[src/mrzq_pkg.sv]
// package: constants and carrier types for the mode-register and impedance calibration block
`default_nettype none
package mrzq_pkg;
    // ****************************************************************
    // timing
    // ****************************************************************
    localparam int unsigned CLK_PERIOD_NS        = 10;
    localparam int unsigned SENSOR_INTERVAL_MS   = 16;
    localparam int unsigned SENSOR_INTERVAL_CYC  = SENSOR_INTERVAL_MS * 1000000 / CLK_PERIOD_NS;
    localparam int unsigned REG_READ_PERIOD_CYC  = 2;
    localparam int unsigned REG_WRITE_PERIOD_CYC = 5;
    localparam int unsigned RESET_INIT_CYC       = 20000;
    localparam int unsigned ZQ_INIT_CYC          = 100000;
    localparam int unsigned ZQ_LONG_CYC          = 36000;
    localparam int unsigned ZQ_SHORT_CYC         = 9000;
    localparam int unsigned ZQ_RESET_CYC         = 5000;
    localparam int unsigned READ_LATENCY_CYC     = 3;
    localparam int unsigned READ_BEATS           = 4;

    // ****************************************************************
    // register addresses and reset values
    // ****************************************************************
    localparam logic [7:0] ADDR_TEMP_STATUS  = 8'h04;
    localparam logic [7:0] ADDR_IMP_CAL_CMD  = 8'h0a;
    localparam logic [7:0] ADDR_CAL_PATT_A   = 8'h20;
    localparam logic [7:0] ADDR_CAL_PATT_B   = 8'h28;
    localparam logic [7:0] ADDR_RESET        = 8'h3f;
    localparam logic [7:0] ADDR_GP_LAST      = 8'h03;
    localparam logic [3:0] PATT_A            = 4'h5;
    localparam logic [3:0] PATT_B            = 4'hc;
    localparam logic [2:0] TEMP_HOT_CODE     = 3'h3;
    localparam logic [2:0] TEMP_NORMAL_CODE  = 3'h2;
    localparam logic [7:0] GP_RESET_VAL      = 8'h00;

    // default command codes written to the calibration command register
    localparam logic [7:0] CODE_ZQ_INIT  = 8'hff;
    localparam logic [7:0] CODE_ZQ_LONG  = 8'hab;
    localparam logic [7:0] CODE_ZQ_SHORT = 8'h56;
    localparam logic [7:0] CODE_ZQ_RESET = 8'hc3;

    typedef enum logic [2:0] {
        CAL_NONE  = 3'b000,
        CAL_INIT  = 3'b001,
        CAL_LONG  = 3'b010,
        CAL_SHORT = 3'b011,
        CAL_RESET = 3'b100
    } cal_kind_t;

    typedef enum logic [1:0] {
        ST_IDLE    = 2'b00,
        ST_READ    = 2'b01,
        ST_WRITE   = 2'b10,
        ST_RESET   = 2'b11
    } cmd_state_t;

    // command/address captured at rise and fall of one clock
    typedef struct packed {
        logic       cs_n;
        logic [9:0] ca_rise;
        logic [9:0] ca_fall;
    } ca_word_t;

    typedef struct packed {
        logic [7:0] init_code;
        logic [7:0] long_code;
        logic [7:0] short_code;
        logic [7:0] reset_code;
    } cal_codes_t;
endpackage : mrzq_pkg
`default_nettype wire

[src/mrzq_core.sv]
// mode-register access, temperature status, training patterns and calibration control
// Operation
// - temperature status refreshed from sensor at least every 16 ms
// - temperature bits no older than update interval after low-power exit
// - temperature field reports 011 when case may exceed 85 C
// - pattern register A reads 1,0,1,0; pattern B reads 0,0,1,1
// - pattern bit driven on bit 0 and copied across every byte lane
// - register write decoded with select and CA0-CA3 low; address, data mapped
// - write to read-only register changes nothing
// - reset write restores defaults and enters auto-initialisation
// - four calibration kinds accepted, each with own completion interval
// - calibration pin circuitry switched off once calibration completes
// - register read decoded with CA0-CA2 low, CA3 high; four-beat burst
// - register data on low byte, first beat only
// - tied calibration pin: calibration commands ignored, defaults kept
`default_nettype none
module mrzq_core
    import mrzq_pkg::*;
#(
    parameter int unsigned DQ_W            = 16,
    parameter int unsigned SENSOR_CYCLES   = SENSOR_INTERVAL_CYC,
    parameter int unsigned RESET_CYCLES    = RESET_INIT_CYC,
    parameter int unsigned ZQ_INIT_CYCLES  = ZQ_INIT_CYC,
    parameter int unsigned ZQ_LONG_CYCLES  = ZQ_LONG_CYC,
    parameter int unsigned ZQ_SHORT_CYCLES = ZQ_SHORT_CYC,
    parameter int unsigned ZQ_RESET_CYCLES = ZQ_RESET_CYC,
    parameter int unsigned RL_CYCLES       = READ_LATENCY_CYC
)
(
    // clock, reset, enable
    input  wire logic            clk_i,
    input  wire logic            rst_i,
    input  wire logic            ce_i,
    // command/address bus
    input  wire ca_word_t        ca_i,
    // configuration and sensor
    input  wire cal_codes_t      codes_i,
    input  wire logic            cal_pin_tied_i,
    input  wire logic [2:0]      sensor_code_i,
    input  wire logic            low_power_exit_i,
    // read data
    output logic [DQ_W-1:0]      dq_o,
    output logic                 dq_oe_o,
    // status
    output logic [1:0]           cmd_state_o,
    output logic                 auto_init_o,
    output logic                 cal_busy_o,
    output logic                 cal_quiet_o,
    output logic                 cal_pin_active_o,
    output logic                 cal_done_o,
    output logic [7:0]           temp_status_o
);
    localparam int SW = 31;
    localparam int LANES = DQ_W / 8;

    // ****************************************************************
    // command decode
    // ****************************************************************
    logic       is_write, is_read;
    logic [7:0] cmd_addr, wr_data;

    assign is_write = !ca_i.cs_n && ca_i.ca_rise[3:0] == 4'h0;
    assign is_read  = !ca_i.cs_n && ca_i.ca_rise[3:0] == 4'h8;
    assign cmd_addr = {ca_i.ca_fall[1:0], ca_i.ca_rise[9:4]};
    assign wr_data  = ca_i.ca_fall[9:2];

    function automatic cal_kind_t decode_cal(input logic [7:0] d, input cal_codes_t c);
        if (d == c.init_code)       decode_cal = CAL_INIT;
        else if (d == c.long_code)  decode_cal = CAL_LONG;
        else if (d == c.short_code) decode_cal = CAL_SHORT;
        else if (d == c.reset_code) decode_cal = CAL_RESET;
        else                        decode_cal = CAL_NONE;
    endfunction : decode_cal

    // ****************************************************************
    // state
    // ****************************************************************
    cmd_state_t     st_r, st_nxt;
    logic [SW-1:0]  tmr_r, tmr_nxt;
    logic [SW-1:0]  sens_r, sens_nxt;
    logic [7:0]     temp_r, temp_nxt;
    logic [7:0]     gp_r [4];
    logic [7:0]     gp_nxt [4];
    logic [7:0]     rd_addr_r, rd_addr_nxt;
    logic [3:0]     beat_r, beat_nxt;
    logic [DQ_W-1:0] dq_r, dq_nxt;
    logic           oe_r, oe_nxt;
    logic           cal_start;
    cal_kind_t      cal_kind;

    always_comb
    begin
        st_nxt      = st_r;
        tmr_nxt     = tmr_r;
        sens_nxt    = sens_r;
        temp_nxt    = temp_r;
        gp_nxt      = gp_r;
        rd_addr_nxt = rd_addr_r;
        beat_nxt    = beat_r;
        dq_nxt      = dq_r;
        oe_nxt      = 1'b0;
        cal_start   = 1'b0;
        cal_kind    = CAL_NONE;

        // periodic sensor sampling; restart on exit from low power
        if (sens_r == '0 || low_power_exit_i)
        begin
            sens_nxt = SW'(SENSOR_CYCLES - 1);
            // sensor code already reports 011 when above 85 C
            temp_nxt = {5'h00, sensor_code_i};
        end
        else
        begin
            sens_nxt = sens_r - SW'(1);
        end

        case (st_r)
            ST_IDLE:
            begin
                if (is_write)
                begin
                    tmr_nxt = SW'(REG_WRITE_PERIOD_CYC - 1);
                    st_nxt  = ST_WRITE;
                    if (cmd_addr == ADDR_RESET)
                    begin
                        // every writable register back to default
                        for (int i = 0; i < 4; i++)
                            gp_nxt[i] = GP_RESET_VAL;
                        tmr_nxt = SW'(RESET_CYCLES - 1);
                        st_nxt  = ST_RESET;
                    end
                    else if (cmd_addr <= ADDR_GP_LAST)
                    begin
                        gp_nxt[cmd_addr[1:0]] = wr_data;
                    end
                    else if (cmd_addr == ADDR_IMP_CAL_CMD)
                    begin
                        cal_kind  = decode_cal(wr_data, codes_i);
                        cal_start = 1'b1;
                    end
                    // any other address is read-only: dropped silently
                end
                else if (is_read)
                begin
                    rd_addr_nxt = cmd_addr;
                    tmr_nxt     = SW'(RL_CYCLES + READ_BEATS - 1);
                    beat_nxt    = '0;
                    st_nxt      = ST_READ;
                end
            end
            ST_READ:
            begin
                // the low-byte value, pattern or spare beats
                if (tmr_r < SW'(READ_BEATS))
                begin
                    oe_nxt   = 1'b1;
                    beat_nxt = beat_r + 4'h1;
                    dq_nxt   = '0;
                    if (rd_addr_r == ADDR_CAL_PATT_A || rd_addr_r == ADDR_CAL_PATT_B)
                    begin
                        // bit 0 of each lane replicated across the lane
                        for (int l = 0; l < LANES; l++)
                            dq_nxt[l*8 +: 8] = {8{(rd_addr_r == ADDR_CAL_PATT_A)
                                ? PATT_A[beat_r[1:0]]
                                : PATT_B[beat_r[1:0]]}};
                    end
                    else if (beat_r == '0)
                    begin
                        // upper lanes and later beats carry don't-care zero
                        if (rd_addr_r == ADDR_TEMP_STATUS)
                            dq_nxt[7:0] = temp_r;
                        else if (rd_addr_r <= ADDR_GP_LAST)
                            dq_nxt[7:0] = gp_r[rd_addr_r[1:0]];
                    end
                end
                if (tmr_r == '0)
                    st_nxt = ST_IDLE;
                else
                    tmr_nxt = tmr_r - SW'(1);
            end
            ST_WRITE, ST_RESET:
            begin
                // only no-ops expected here; commands ignored
                if (tmr_r == '0)
                    st_nxt = ST_IDLE;
                else
                    tmr_nxt = tmr_r - SW'(1);
            end
            default:
            begin
                st_nxt = ST_IDLE;
            end
        endcase
    end

    always_ff @(posedge clk_i or posedge rst_i)
    begin
        if (rst_i)
        begin
            st_r      <= ST_IDLE;
            tmr_r     <= '0;
            sens_r    <= '0;
            temp_r    <= {5'h00, TEMP_NORMAL_CODE};
            for (int i = 0; i < 4; i++)
                gp_r[i] <= GP_RESET_VAL;
            rd_addr_r <= '0;
            beat_r    <= '0;
            dq_r      <= '0;
            oe_r      <= 1'b0;
        end
        else if (ce_i)
        begin
            st_r      <= st_nxt;
            tmr_r     <= tmr_nxt;
            sens_r    <= sens_nxt;
            temp_r    <= temp_nxt;
            gp_r      <= gp_nxt;
            rd_addr_r <= rd_addr_nxt;
            beat_r    <= beat_nxt;
            dq_r      <= dq_nxt;
            oe_r      <= oe_nxt;
        end
    end

    // ****************************************************************
    // calibration
    // ****************************************************************
    mrzq_cal_engine #(
        .ZQ_INIT_CYCLES  (ZQ_INIT_CYCLES),
        .ZQ_LONG_CYCLES  (ZQ_LONG_CYCLES),
        .ZQ_SHORT_CYCLES (ZQ_SHORT_CYCLES),
        .ZQ_RESET_CYCLES (ZQ_RESET_CYCLES)
    ) u_cal (
        .clk_i        (clk_i),
        .rst_i        (rst_i),
        .ce_i         (ce_i),
        .start_i      (cal_start),
        .kind_i       (cal_kind),
        .pin_tied_i   (cal_pin_tied_i),
        .busy_o       (cal_busy_o),
        .quiet_o      (cal_quiet_o),
        .pin_active_o (cal_pin_active_o),
        .done_o       (cal_done_o)
    );

    assign dq_o          = dq_r;
    assign dq_oe_o       = oe_r;
    assign cmd_state_o   = st_r;
    assign auto_init_o   = (st_r == ST_RESET);
    assign temp_status_o = temp_r;
endmodule : mrzq_core
`default_nettype wire

[src/mrzq_cal_engine.sv]
// impedance calibration sequencer with a per-kind completion interval
`default_nettype none
module mrzq_cal_engine
    import mrzq_pkg::*;
#(
    parameter int unsigned ZQ_INIT_CYCLES  = ZQ_INIT_CYC,
    parameter int unsigned ZQ_LONG_CYCLES  = ZQ_LONG_CYC,
    parameter int unsigned ZQ_SHORT_CYCLES = ZQ_SHORT_CYC,
    parameter int unsigned ZQ_RESET_CYCLES = ZQ_RESET_CYC
)
(
    // clock and reset
    input  wire logic      clk_i,
    input  wire logic      rst_i,
    input  wire logic      ce_i,
    // request
    input  wire logic      start_i,
    input  wire cal_kind_t kind_i,
    input  wire logic      pin_tied_i,
    // status
    output logic           busy_o,
    output logic           quiet_o,
    output logic           pin_active_o,
    output logic           done_o
);
    localparam int CW = 17;

    cal_kind_t     kind_r, kind_nxt;
    logic [CW-1:0] cnt_r, cnt_nxt;
    logic          busy_r, busy_nxt;
    logic          done_r, done_nxt;

    function automatic logic [CW-1:0] span(input cal_kind_t k);
        case (k)
            CAL_INIT:  span = CW'(ZQ_INIT_CYCLES - 1);
            CAL_LONG:  span = CW'(ZQ_LONG_CYCLES - 1);
            CAL_SHORT: span = CW'(ZQ_SHORT_CYCLES - 1);
            CAL_RESET: span = CW'(ZQ_RESET_CYCLES - 1);
            default:   span = '0;
        endcase
    endfunction : span

    always_comb
    begin
        kind_nxt = kind_r;
        cnt_nxt  = cnt_r;
        busy_nxt = busy_r;
        done_nxt = 1'b0;
        // no resistor fitted: commands are dropped, defaults kept
        if (!busy_r && start_i && !pin_tied_i && kind_i != CAL_NONE)
        begin
            kind_nxt = kind_i;
            cnt_nxt  = span(kind_i);
            busy_nxt = 1'b1;
        end
        else if (busy_r)
        begin
            if (cnt_r == '0)
            begin
                busy_nxt = 1'b0;
                done_nxt = 1'b1;
                kind_nxt = CAL_NONE;
            end
            else
            begin
                cnt_nxt = cnt_r - CW'(1);
            end
        end
    end

    always_ff @(posedge clk_i or posedge rst_i)
    begin
        if (rst_i)
        begin
            kind_r <= CAL_NONE;
            cnt_r  <= '0;
            busy_r <= 1'b0;
            done_r <= 1'b0;
        end
        else if (ce_i)
        begin
            kind_r <= kind_nxt;
            cnt_r  <= cnt_nxt;
            busy_r <= busy_nxt;
            done_r <= done_nxt;
        end
    end

    assign busy_o       = busy_r;
    // reset-to-default needs no quiet bus
    assign quiet_o      = busy_r && kind_r != CAL_RESET;
    // pin circuitry only powered while calibrating
    assign pin_active_o = busy_r;
    assign done_o       = done_r;
endmodule : mrzq_cal_engine
`default_nettype wire

[config.mk]
export PLATFORM = sky130hd
export DESIGN_NAME = mrzq_core
export DESIGN_NICKNAME = d
export VERILOG_FILES = /design/src/mrzq_pkg.sv /design/src/mrzq_core.sv /design/src/mrzq_cal_engine.sv
export SDC_FILE = /design/constraint.sdc
export NUM_CORES = 1
export LEC_CHECK = 0
export ABC_AREA = 1
export BUFFER_PORTS_ARGS = -buffer_cell sky130_fd_sc_hd__buf_2
export CORE_MARGIN = 2
export CORE_UTILIZATION = 40
export DETAILED_ROUTE_END_ITERATION = 8
export SETUP_SLACK_MARGIN = 0.3
export SYNTH_ARGS = -nofsm -noshare
export SYNTH_HDL_FRONTEND = slang
export SYNTH_SLANG_ARGS = --single-unit
[constraint.sdc]
create_clock -name clk_i -period 4.9 [get_ports clk_i]
set_input_delay 0.735 -clock clk_i [delete_from_list [all_inputs] [get_ports clk_i]]
set_output_delay 0.735 -clock clk_i [all_outputs]
set_load 0.01 [all_outputs]
==> out/summary.txt, run 1 <==
Max Buffers Root-to-Sink: 2
# diodes: 0
max_cap viols: 0
normalized max-slew margin: 40.7%
CP delay by family, top: simple AND/OR/NAND/NOR gates
via count: 8169
Hold Path Class: input pin to async pin
reg2reg setup slack: 1.49 ns
GPL Wtd Cong: 0.877
commonest cells in the synthesized netlist: nand2_1, nor2_1, inv_1
Comb power frac: 27.1%
Num CTS Buffers: 17
Die Ht: 152 um
vias in the first global route: 7792
Synth cell types: 51
CTS Hold Buffers Added: 0
std cell rows: 54
Int Power: 2.46 mW
Final nets: 1382
post-cts resize count: 0
pin count of the biggest net entering global routing: 85
initial core utilization: 40.6%
number of flops mapped to enable cells by yosys: 0
DRC: 0
Clock power frac: 34.1%
Top FF cell, synth: dfrtp_1
GRT Total Usage: 20.7%
top-count cell post-synth: nand2_1
Slowest cell on crit path: nand2_1
Worst Path Required: 5.21 ns
Core Region: 21700 sq um
fin area: 9990 sq um
Bufs and invs on worst path: 3
WL per Instance: 14.5 um
Max VDD drop: 0.000181 V
CP max stage delay: 0.48 ns
Synth warnings: 0
clock skew: 0.00999 ns
post-route clock period utilization: 69.6%
Worst Tran Pin Value: 0.890 ns
Fillers: 2212
crit path DAT: 3.72 ns
Die X: 152 um
grt ovf: 0
Worst-path clk slew: 0.06 ns
Worst setup EP type: register
Pre-antenna DRT Iters: 5
asr flop ratio synth: 100%
post-route ant nets: 0
switching power total: 1.44 mW
number of I/O pins: 93
worst setup path class: register to register
sequential share of the synthesized area: 40.7%
first-pass GRT wire length: 39.3 mm
CTS tree: yes
Placed Area: 9400 sq um
Tmin final: 3.41 ns
run status: finished clean
layout cells sized above 1: 12.3%
fin. max-slew vios: 0
Setup TNS: 0 ns
post-CTS setup buffers: 0
Seq pwr share: 38.8%
DRT Wirelength: 23.3 mm
#FFs+latches synth: 143
synth-to-layout area growth: 13.6%
Crit Path Max Fanout: 20
worst skew pair latency: 0.43 ns
average size of a mapped cell: 7.10 sq um
Syn Inst Count: 1239
highest clock rate: 293 MHz
Leak Pwr: 5.07 nW
final setup violating endpoints: 0
PwrDens: 389 nW/um^2
cell mode on critical path: nand2_1
count of input and output buffers: 87
Root Driver: clkbuf_16
CTS sink count: 143
Initial DRC Count: 590
Yosys top cell by area: dfrtp_1
CTS H-tree depth: 4
initial antenna violation count: 0
cell chain of the critical path: nor2_2 -> inv_2 -> nor2_1 -> nand2_1 -> inv_2 -> nor2_2 -> buf_4 -> nand2_1 -> nand2_1 -> nor2_1 -> nand3_1 -> nand2_1 -> nor2_1
RSZ-0062 raised after global routing: false
Startpoint Class: register
synth top area cells: dfrtp_1, nand2_1, nor2_1, inv_1, nand3_1
via/cell ratio: 5.08
Synth top area share: 40.4%
detailed placement HPWL: 17.4 mm
die area: 23200 sq um
Sw Share: 36.9%
Final Hold Vio Count: 0
Syn Std Cell Area: 8800 sq um
## power groups by stage
stage	Sequential [mW]	Clock (mW)	Combinational [mW]
6_report	1.51	1.33	1.06
5_1_grt	1.53	1.40	1.23
4_1_cts	1.51	1.35	1.06
3_5_place_dp	1.53	0	1.05
3_3_place_gp	1.52	0	1.05
2_1_floorplan	1.48	0	0.838
## sequential cells by signal, indices dropped and copies added, names as in the netlist
register	flops
beat_r	4
cmd_state_o	2
dq_o	9
dq_oe_o	1
gp_r	32
rd_addr_r	8
sens_r	31
temp_status_o	3
tmr_r	31
u_cal.busy_o	1
u_cal.cnt_r	17
u_cal.done_o	1
u_cal.kind_r	3
## placed cells by master, fill, tap and decap left out, types with 5 or more instances in the layout
cell type,Yosys,layout
clkbuf_16,0,17
nor4_1,14,14
ha_1,6,6
dfrtp_1,142,142
nor2_1,168,168
o21ai_1,8,8
o31ai_1,11,11
inv_2,6,6
nand4_1,21,21
o21ai_0,60,60
xor2_1,22,22
nand2_1,291,291
xnor2_1,17,17
nand3_1,72,72
conb_1,1,5
nor2_2,6,6
inv_6,0,5
clkinv_1,5,5
buf_2,7,87
a21oi_1,65,65
or2_2,5,5
nor3_1,33,33
inv_1,164,163
o21a_1,7,7
o22ai_1,27,27
nand2_2,6,6
## per-stage QoR
stage	cells	hold WS (ns)	total power, mW	utilization (%)	worst slack, ns
2_1_floorplan	1243	0.446	2.31	-	0.329
3_3_place_gp	1576	0.474	2.57	43.3	1.40
3_5_place_dp	1576	0.481	2.58	43.3	1.31
4_1_cts	1608	0.497	3.92	46.1	1.53
5_1_grt	1608	0.510	4.17	46.1	1.10
6_report	1608	0.478	3.89	46.1	1.49
## cells by family after synthesis
logic type,share of synthesized area (%)
AND/OR/NAND/NOR,31.4
buffers and inverters,10.1
AO/OA/AOI/OAI,13.0
flip-flops,40.7
XOR/XNOR,3.88
adder cells (fa/ha/maj),0.853
other,0.0426
## per-layer routing
metal	share of wire [%]	up-vias	global-route usage (%)	wire length, um
li1	-	4166	-	-
met1	47	3819	27.9	11000
met2	48	164	34.6	11100
met3	4.0	20	3.73	927
met4	1.2	0	5.56	277
met5	0	-	0	0
## path summary, 6_finish.rpt
path / start / endpoint / depth (start not counted)
worst max-delay path: cmd_state_o[1]$_DFFE_PP0P_ / tmr_r[28]$_DFFE_PP0P_ / 13
worst min-delay path: rst_i / u_cal.busy_o$_DFFE_PP0P_ / 2
worst max register to register: cmd_state_o[1]$_DFFE_PP0P_ / tmr_r[28]$_DFFE_PP0P_ / 13
worst min register to register: gp_r[4]$_DFFE_PP0P_ / gp_r[4]$_DFFE_PP0P_ / 2
max in group asynchronous: rst_i / temp_status_o[1]$_DFFE_PP1P_ / 3
min in group clk_i: gp_r[4]$_DFFE_PP0P_ / gp_r[4]$_DFFE_PP0P_ / 2
## cell type report
class                      instances  area, sq um  share of cell area (%)
clock inverter                    13          143                    1.43
timing repair buffer              91          465                    4.66
clock buffer                      19          453                    4.53
multi-input combinational        887         4340                    43.4
sequential                       143         3580                    35.8
inverter                         175          662                    6.62
tap                              280          350                    3.51
No activity file was read; power rests on OpenSTA's default activity.
==> run 2: changes to the inputs <==
- clock period: 4.9 -> 2.8 ns (I/O delays scaled with it)
==> run 2 against run 1 <==
  * Routed wire length increased by 1.1%
  * Fmax increased by 49%
  * Count of clock-buffer cells in the layout unchanged
  * Design area rose by 2.4%
  * Sequential power rose by 74%
  * Critical endpoint is now u_cal.cnt_r[0]$_DFFE_PP0P_
  * Clock power rose by 74%
==> out/summary.txt, run 2 (synthesis gave the netlist of run 1 again) <==
run status: finished clean
placed cells: 1592
Seq. cell area: 3580 sq um
vias in the first global route: 7768
grt ovf: 0
clock skew: 0.0126 ns
Final Hold Vio Count: 0
largest registers: gp_r x32, sens_r x31, tmr_r x31
highest clock rate: 437 MHz
Hold Path Class: input pin to register
CP max stage delay: 0.46 ns
PwrDens: 681 nW/um^2
Worst setup EP type: register
Clock power frac: 33.3%
WL per Instance: 14.5 um
final setup violating endpoints: 0
Setup TNS: 0 ns
detailed placement HPWL: 17.2 mm
std cell rows: 54
Startpoint Class: register
die area: 23200 sq um
Multi-input gate area: 4420 sq um
Fillers: 2205
DRC: 0
worst setup path class: register to register
Int Power: 4.38 mW
CTS tree: yes
GPL Wtd Cong: 0.885
Crit Path Max Fanout: 12
max reg flops: 32
Num CTS Buffers: 17
DRT Wirelength: 23.5 mm
Seq pwr share: 37.6%
CTS sink count: 143
normalized max-slew margin: 47.4%
# diodes: 0
cell chain of the critical path: nor2_4 -> inv_2 -> nor2_1 -> nand3_1 -> nor2_4 -> nand2_1 -> nand3_2 -> nand2_2 -> nand2_2 -> nand2_4 -> buf_4 -> nand2_1 -> o21ai_1
CTS Hold Buffers Added: 0
Core Util, Final: 47.2%
Root Driver: clkbuf_16
fin. max-slew vios: 0
worst skew pair latency: 0.43 ns
Worst Path Required: 3.11 ns
Non-Filler Instances: 1627
count of input and output buffers: 87
commonest non-fill, non-tap cells in the layout: nand2_1, nor2_1, inv_1
Die X: 152 um
CTS H-tree depth: 4
layout cells sized above 1: 14.6%
pre-CTS WS: 0.133 ns
fin area: 10200 sq um
via/cell ratio: 5.09
switching power total: 2.59 mW
max_cap viols: 0
GRT Total Usage: 20.4%
Pre-antenna DRT Iters: 5
crit path DAT: 2.60 ns
synth-to-layout area growth: 16.3%
initial core utilization: 40.6%
via count: 8288
commonest non-fill, non-tap cell in the layout: nand2_1
Max VDD drop: 0.000360 V
Tot Pwr: 6.97 mW
register with the most flip-flops: gp_r
initial antenna violation count: 1
setup ws final: 0.509 ns
number of I/O pins: 93
Final nets: 1401
Initial DRC Count: 447
post-route clock period utilization: 81.8%
Tmin final: 2.29 ns
Die Ht: 152 um
Placed Area: 9530 sq um
Final Hold Slack: 0.185 ns
Max Buffers Root-to-Sink: 2
Slowest cell on crit path: dfrtp_1
Comb power frac: 29.0%
Core Region: 21700 sq um
Worst Tran Pin Value: 0.789 ns
post-route ant nets: 0
pin count of the biggest net entering global routing: 144
Sw Share: 37.2%
Leak Pwr: 5.16 nW
RSZ-0062 raised after global routing: false
first-pass GRT wire length: 38.7 mm
Worst-path clk slew: 0.07 ns
-- run 2: critical path, delay by kind of cell (launching register included) --
kind | cells | cell delay, ns
AND/OR/NAND/NOR | 10 | 1.35
buffers and inverters | 2 | 0.31
AO/OA/AOI/OAI | 1 | 0.06
flip-flops | 1 | 0.46
-- run 2: layout make-up --
class | count | area share, %
repair buffers | 109 | 5.99
flip-flops and latches | 143 | 35.0
well taps | 280 | 3.42
clock buffers | 19 | 4.43
clock inverters | 13 | 1.44
inverters | 175 | 6.51
multi-input cells | 888 | 43.2
-- run 2: layer usage --
metal  wire length (um)  part of all wire, %  vias up  GRT usage (%)
met3               1010                  4.3       28           4.41
met4                434                  1.8        2           5.92
met5                 16                0.068        -              0
met2              10800                   46      192           33.3
met1              11200                   48     3856           27.4
li1                   -                    -     4210              -
-- run 2: worst paths after layout --
path | from | end | slack (ns) | depth (start not counted)
setup / recovery | cmd_state_o[1]$_DFFE_PP0P_ | u_cal.cnt_r[0]$_DFFE_PP0P_ | 0.51 | 13
hold / removal | sensor_code_i[1] | temp_status_o[1]$_DFFE_PP1P_ | 0.19 | 3
setup reg to reg | cmd_state_o[1]$_DFFE_PP0P_ | u_cal.cnt_r[0]$_DFFE_PP0P_ | 0.51 | 13
hold reg to reg | dq_oe_o$_DFFE_PP0P_ | dq_oe_o$_DFFE_PP0P_ | 0.48 | 2
max in group asynchronous | rst_i | u_cal.cnt_r[15]$_DFFE_PP0P_ | 2.01 | 3
min in group asynchronous | rst_i | dq_o[3]$_DFFE_PP0P_ | 0.21 | 3
-- run 2: what timing repair did --
action | 4_1_cts | 5_1_grt
endpoints found under the setup margin | 13 | 61
cloned | 0 | 1
setup buffers | 0 | 2
gates resized for setup | 1 | 19
pin swaps | 0 | 3
-- run 2: power by group through the flow --
stage	sequential (mW)	clock (mW)	combinational (mW)
final	2.62	2.32	2.02
after global routing	2.65	2.47	2.30
after CTS	2.61	2.38	1.95
after detailed placement	2.65	0	1.94
after global placement	2.64	0	1.93
after floorplan	2.58	0	1.47
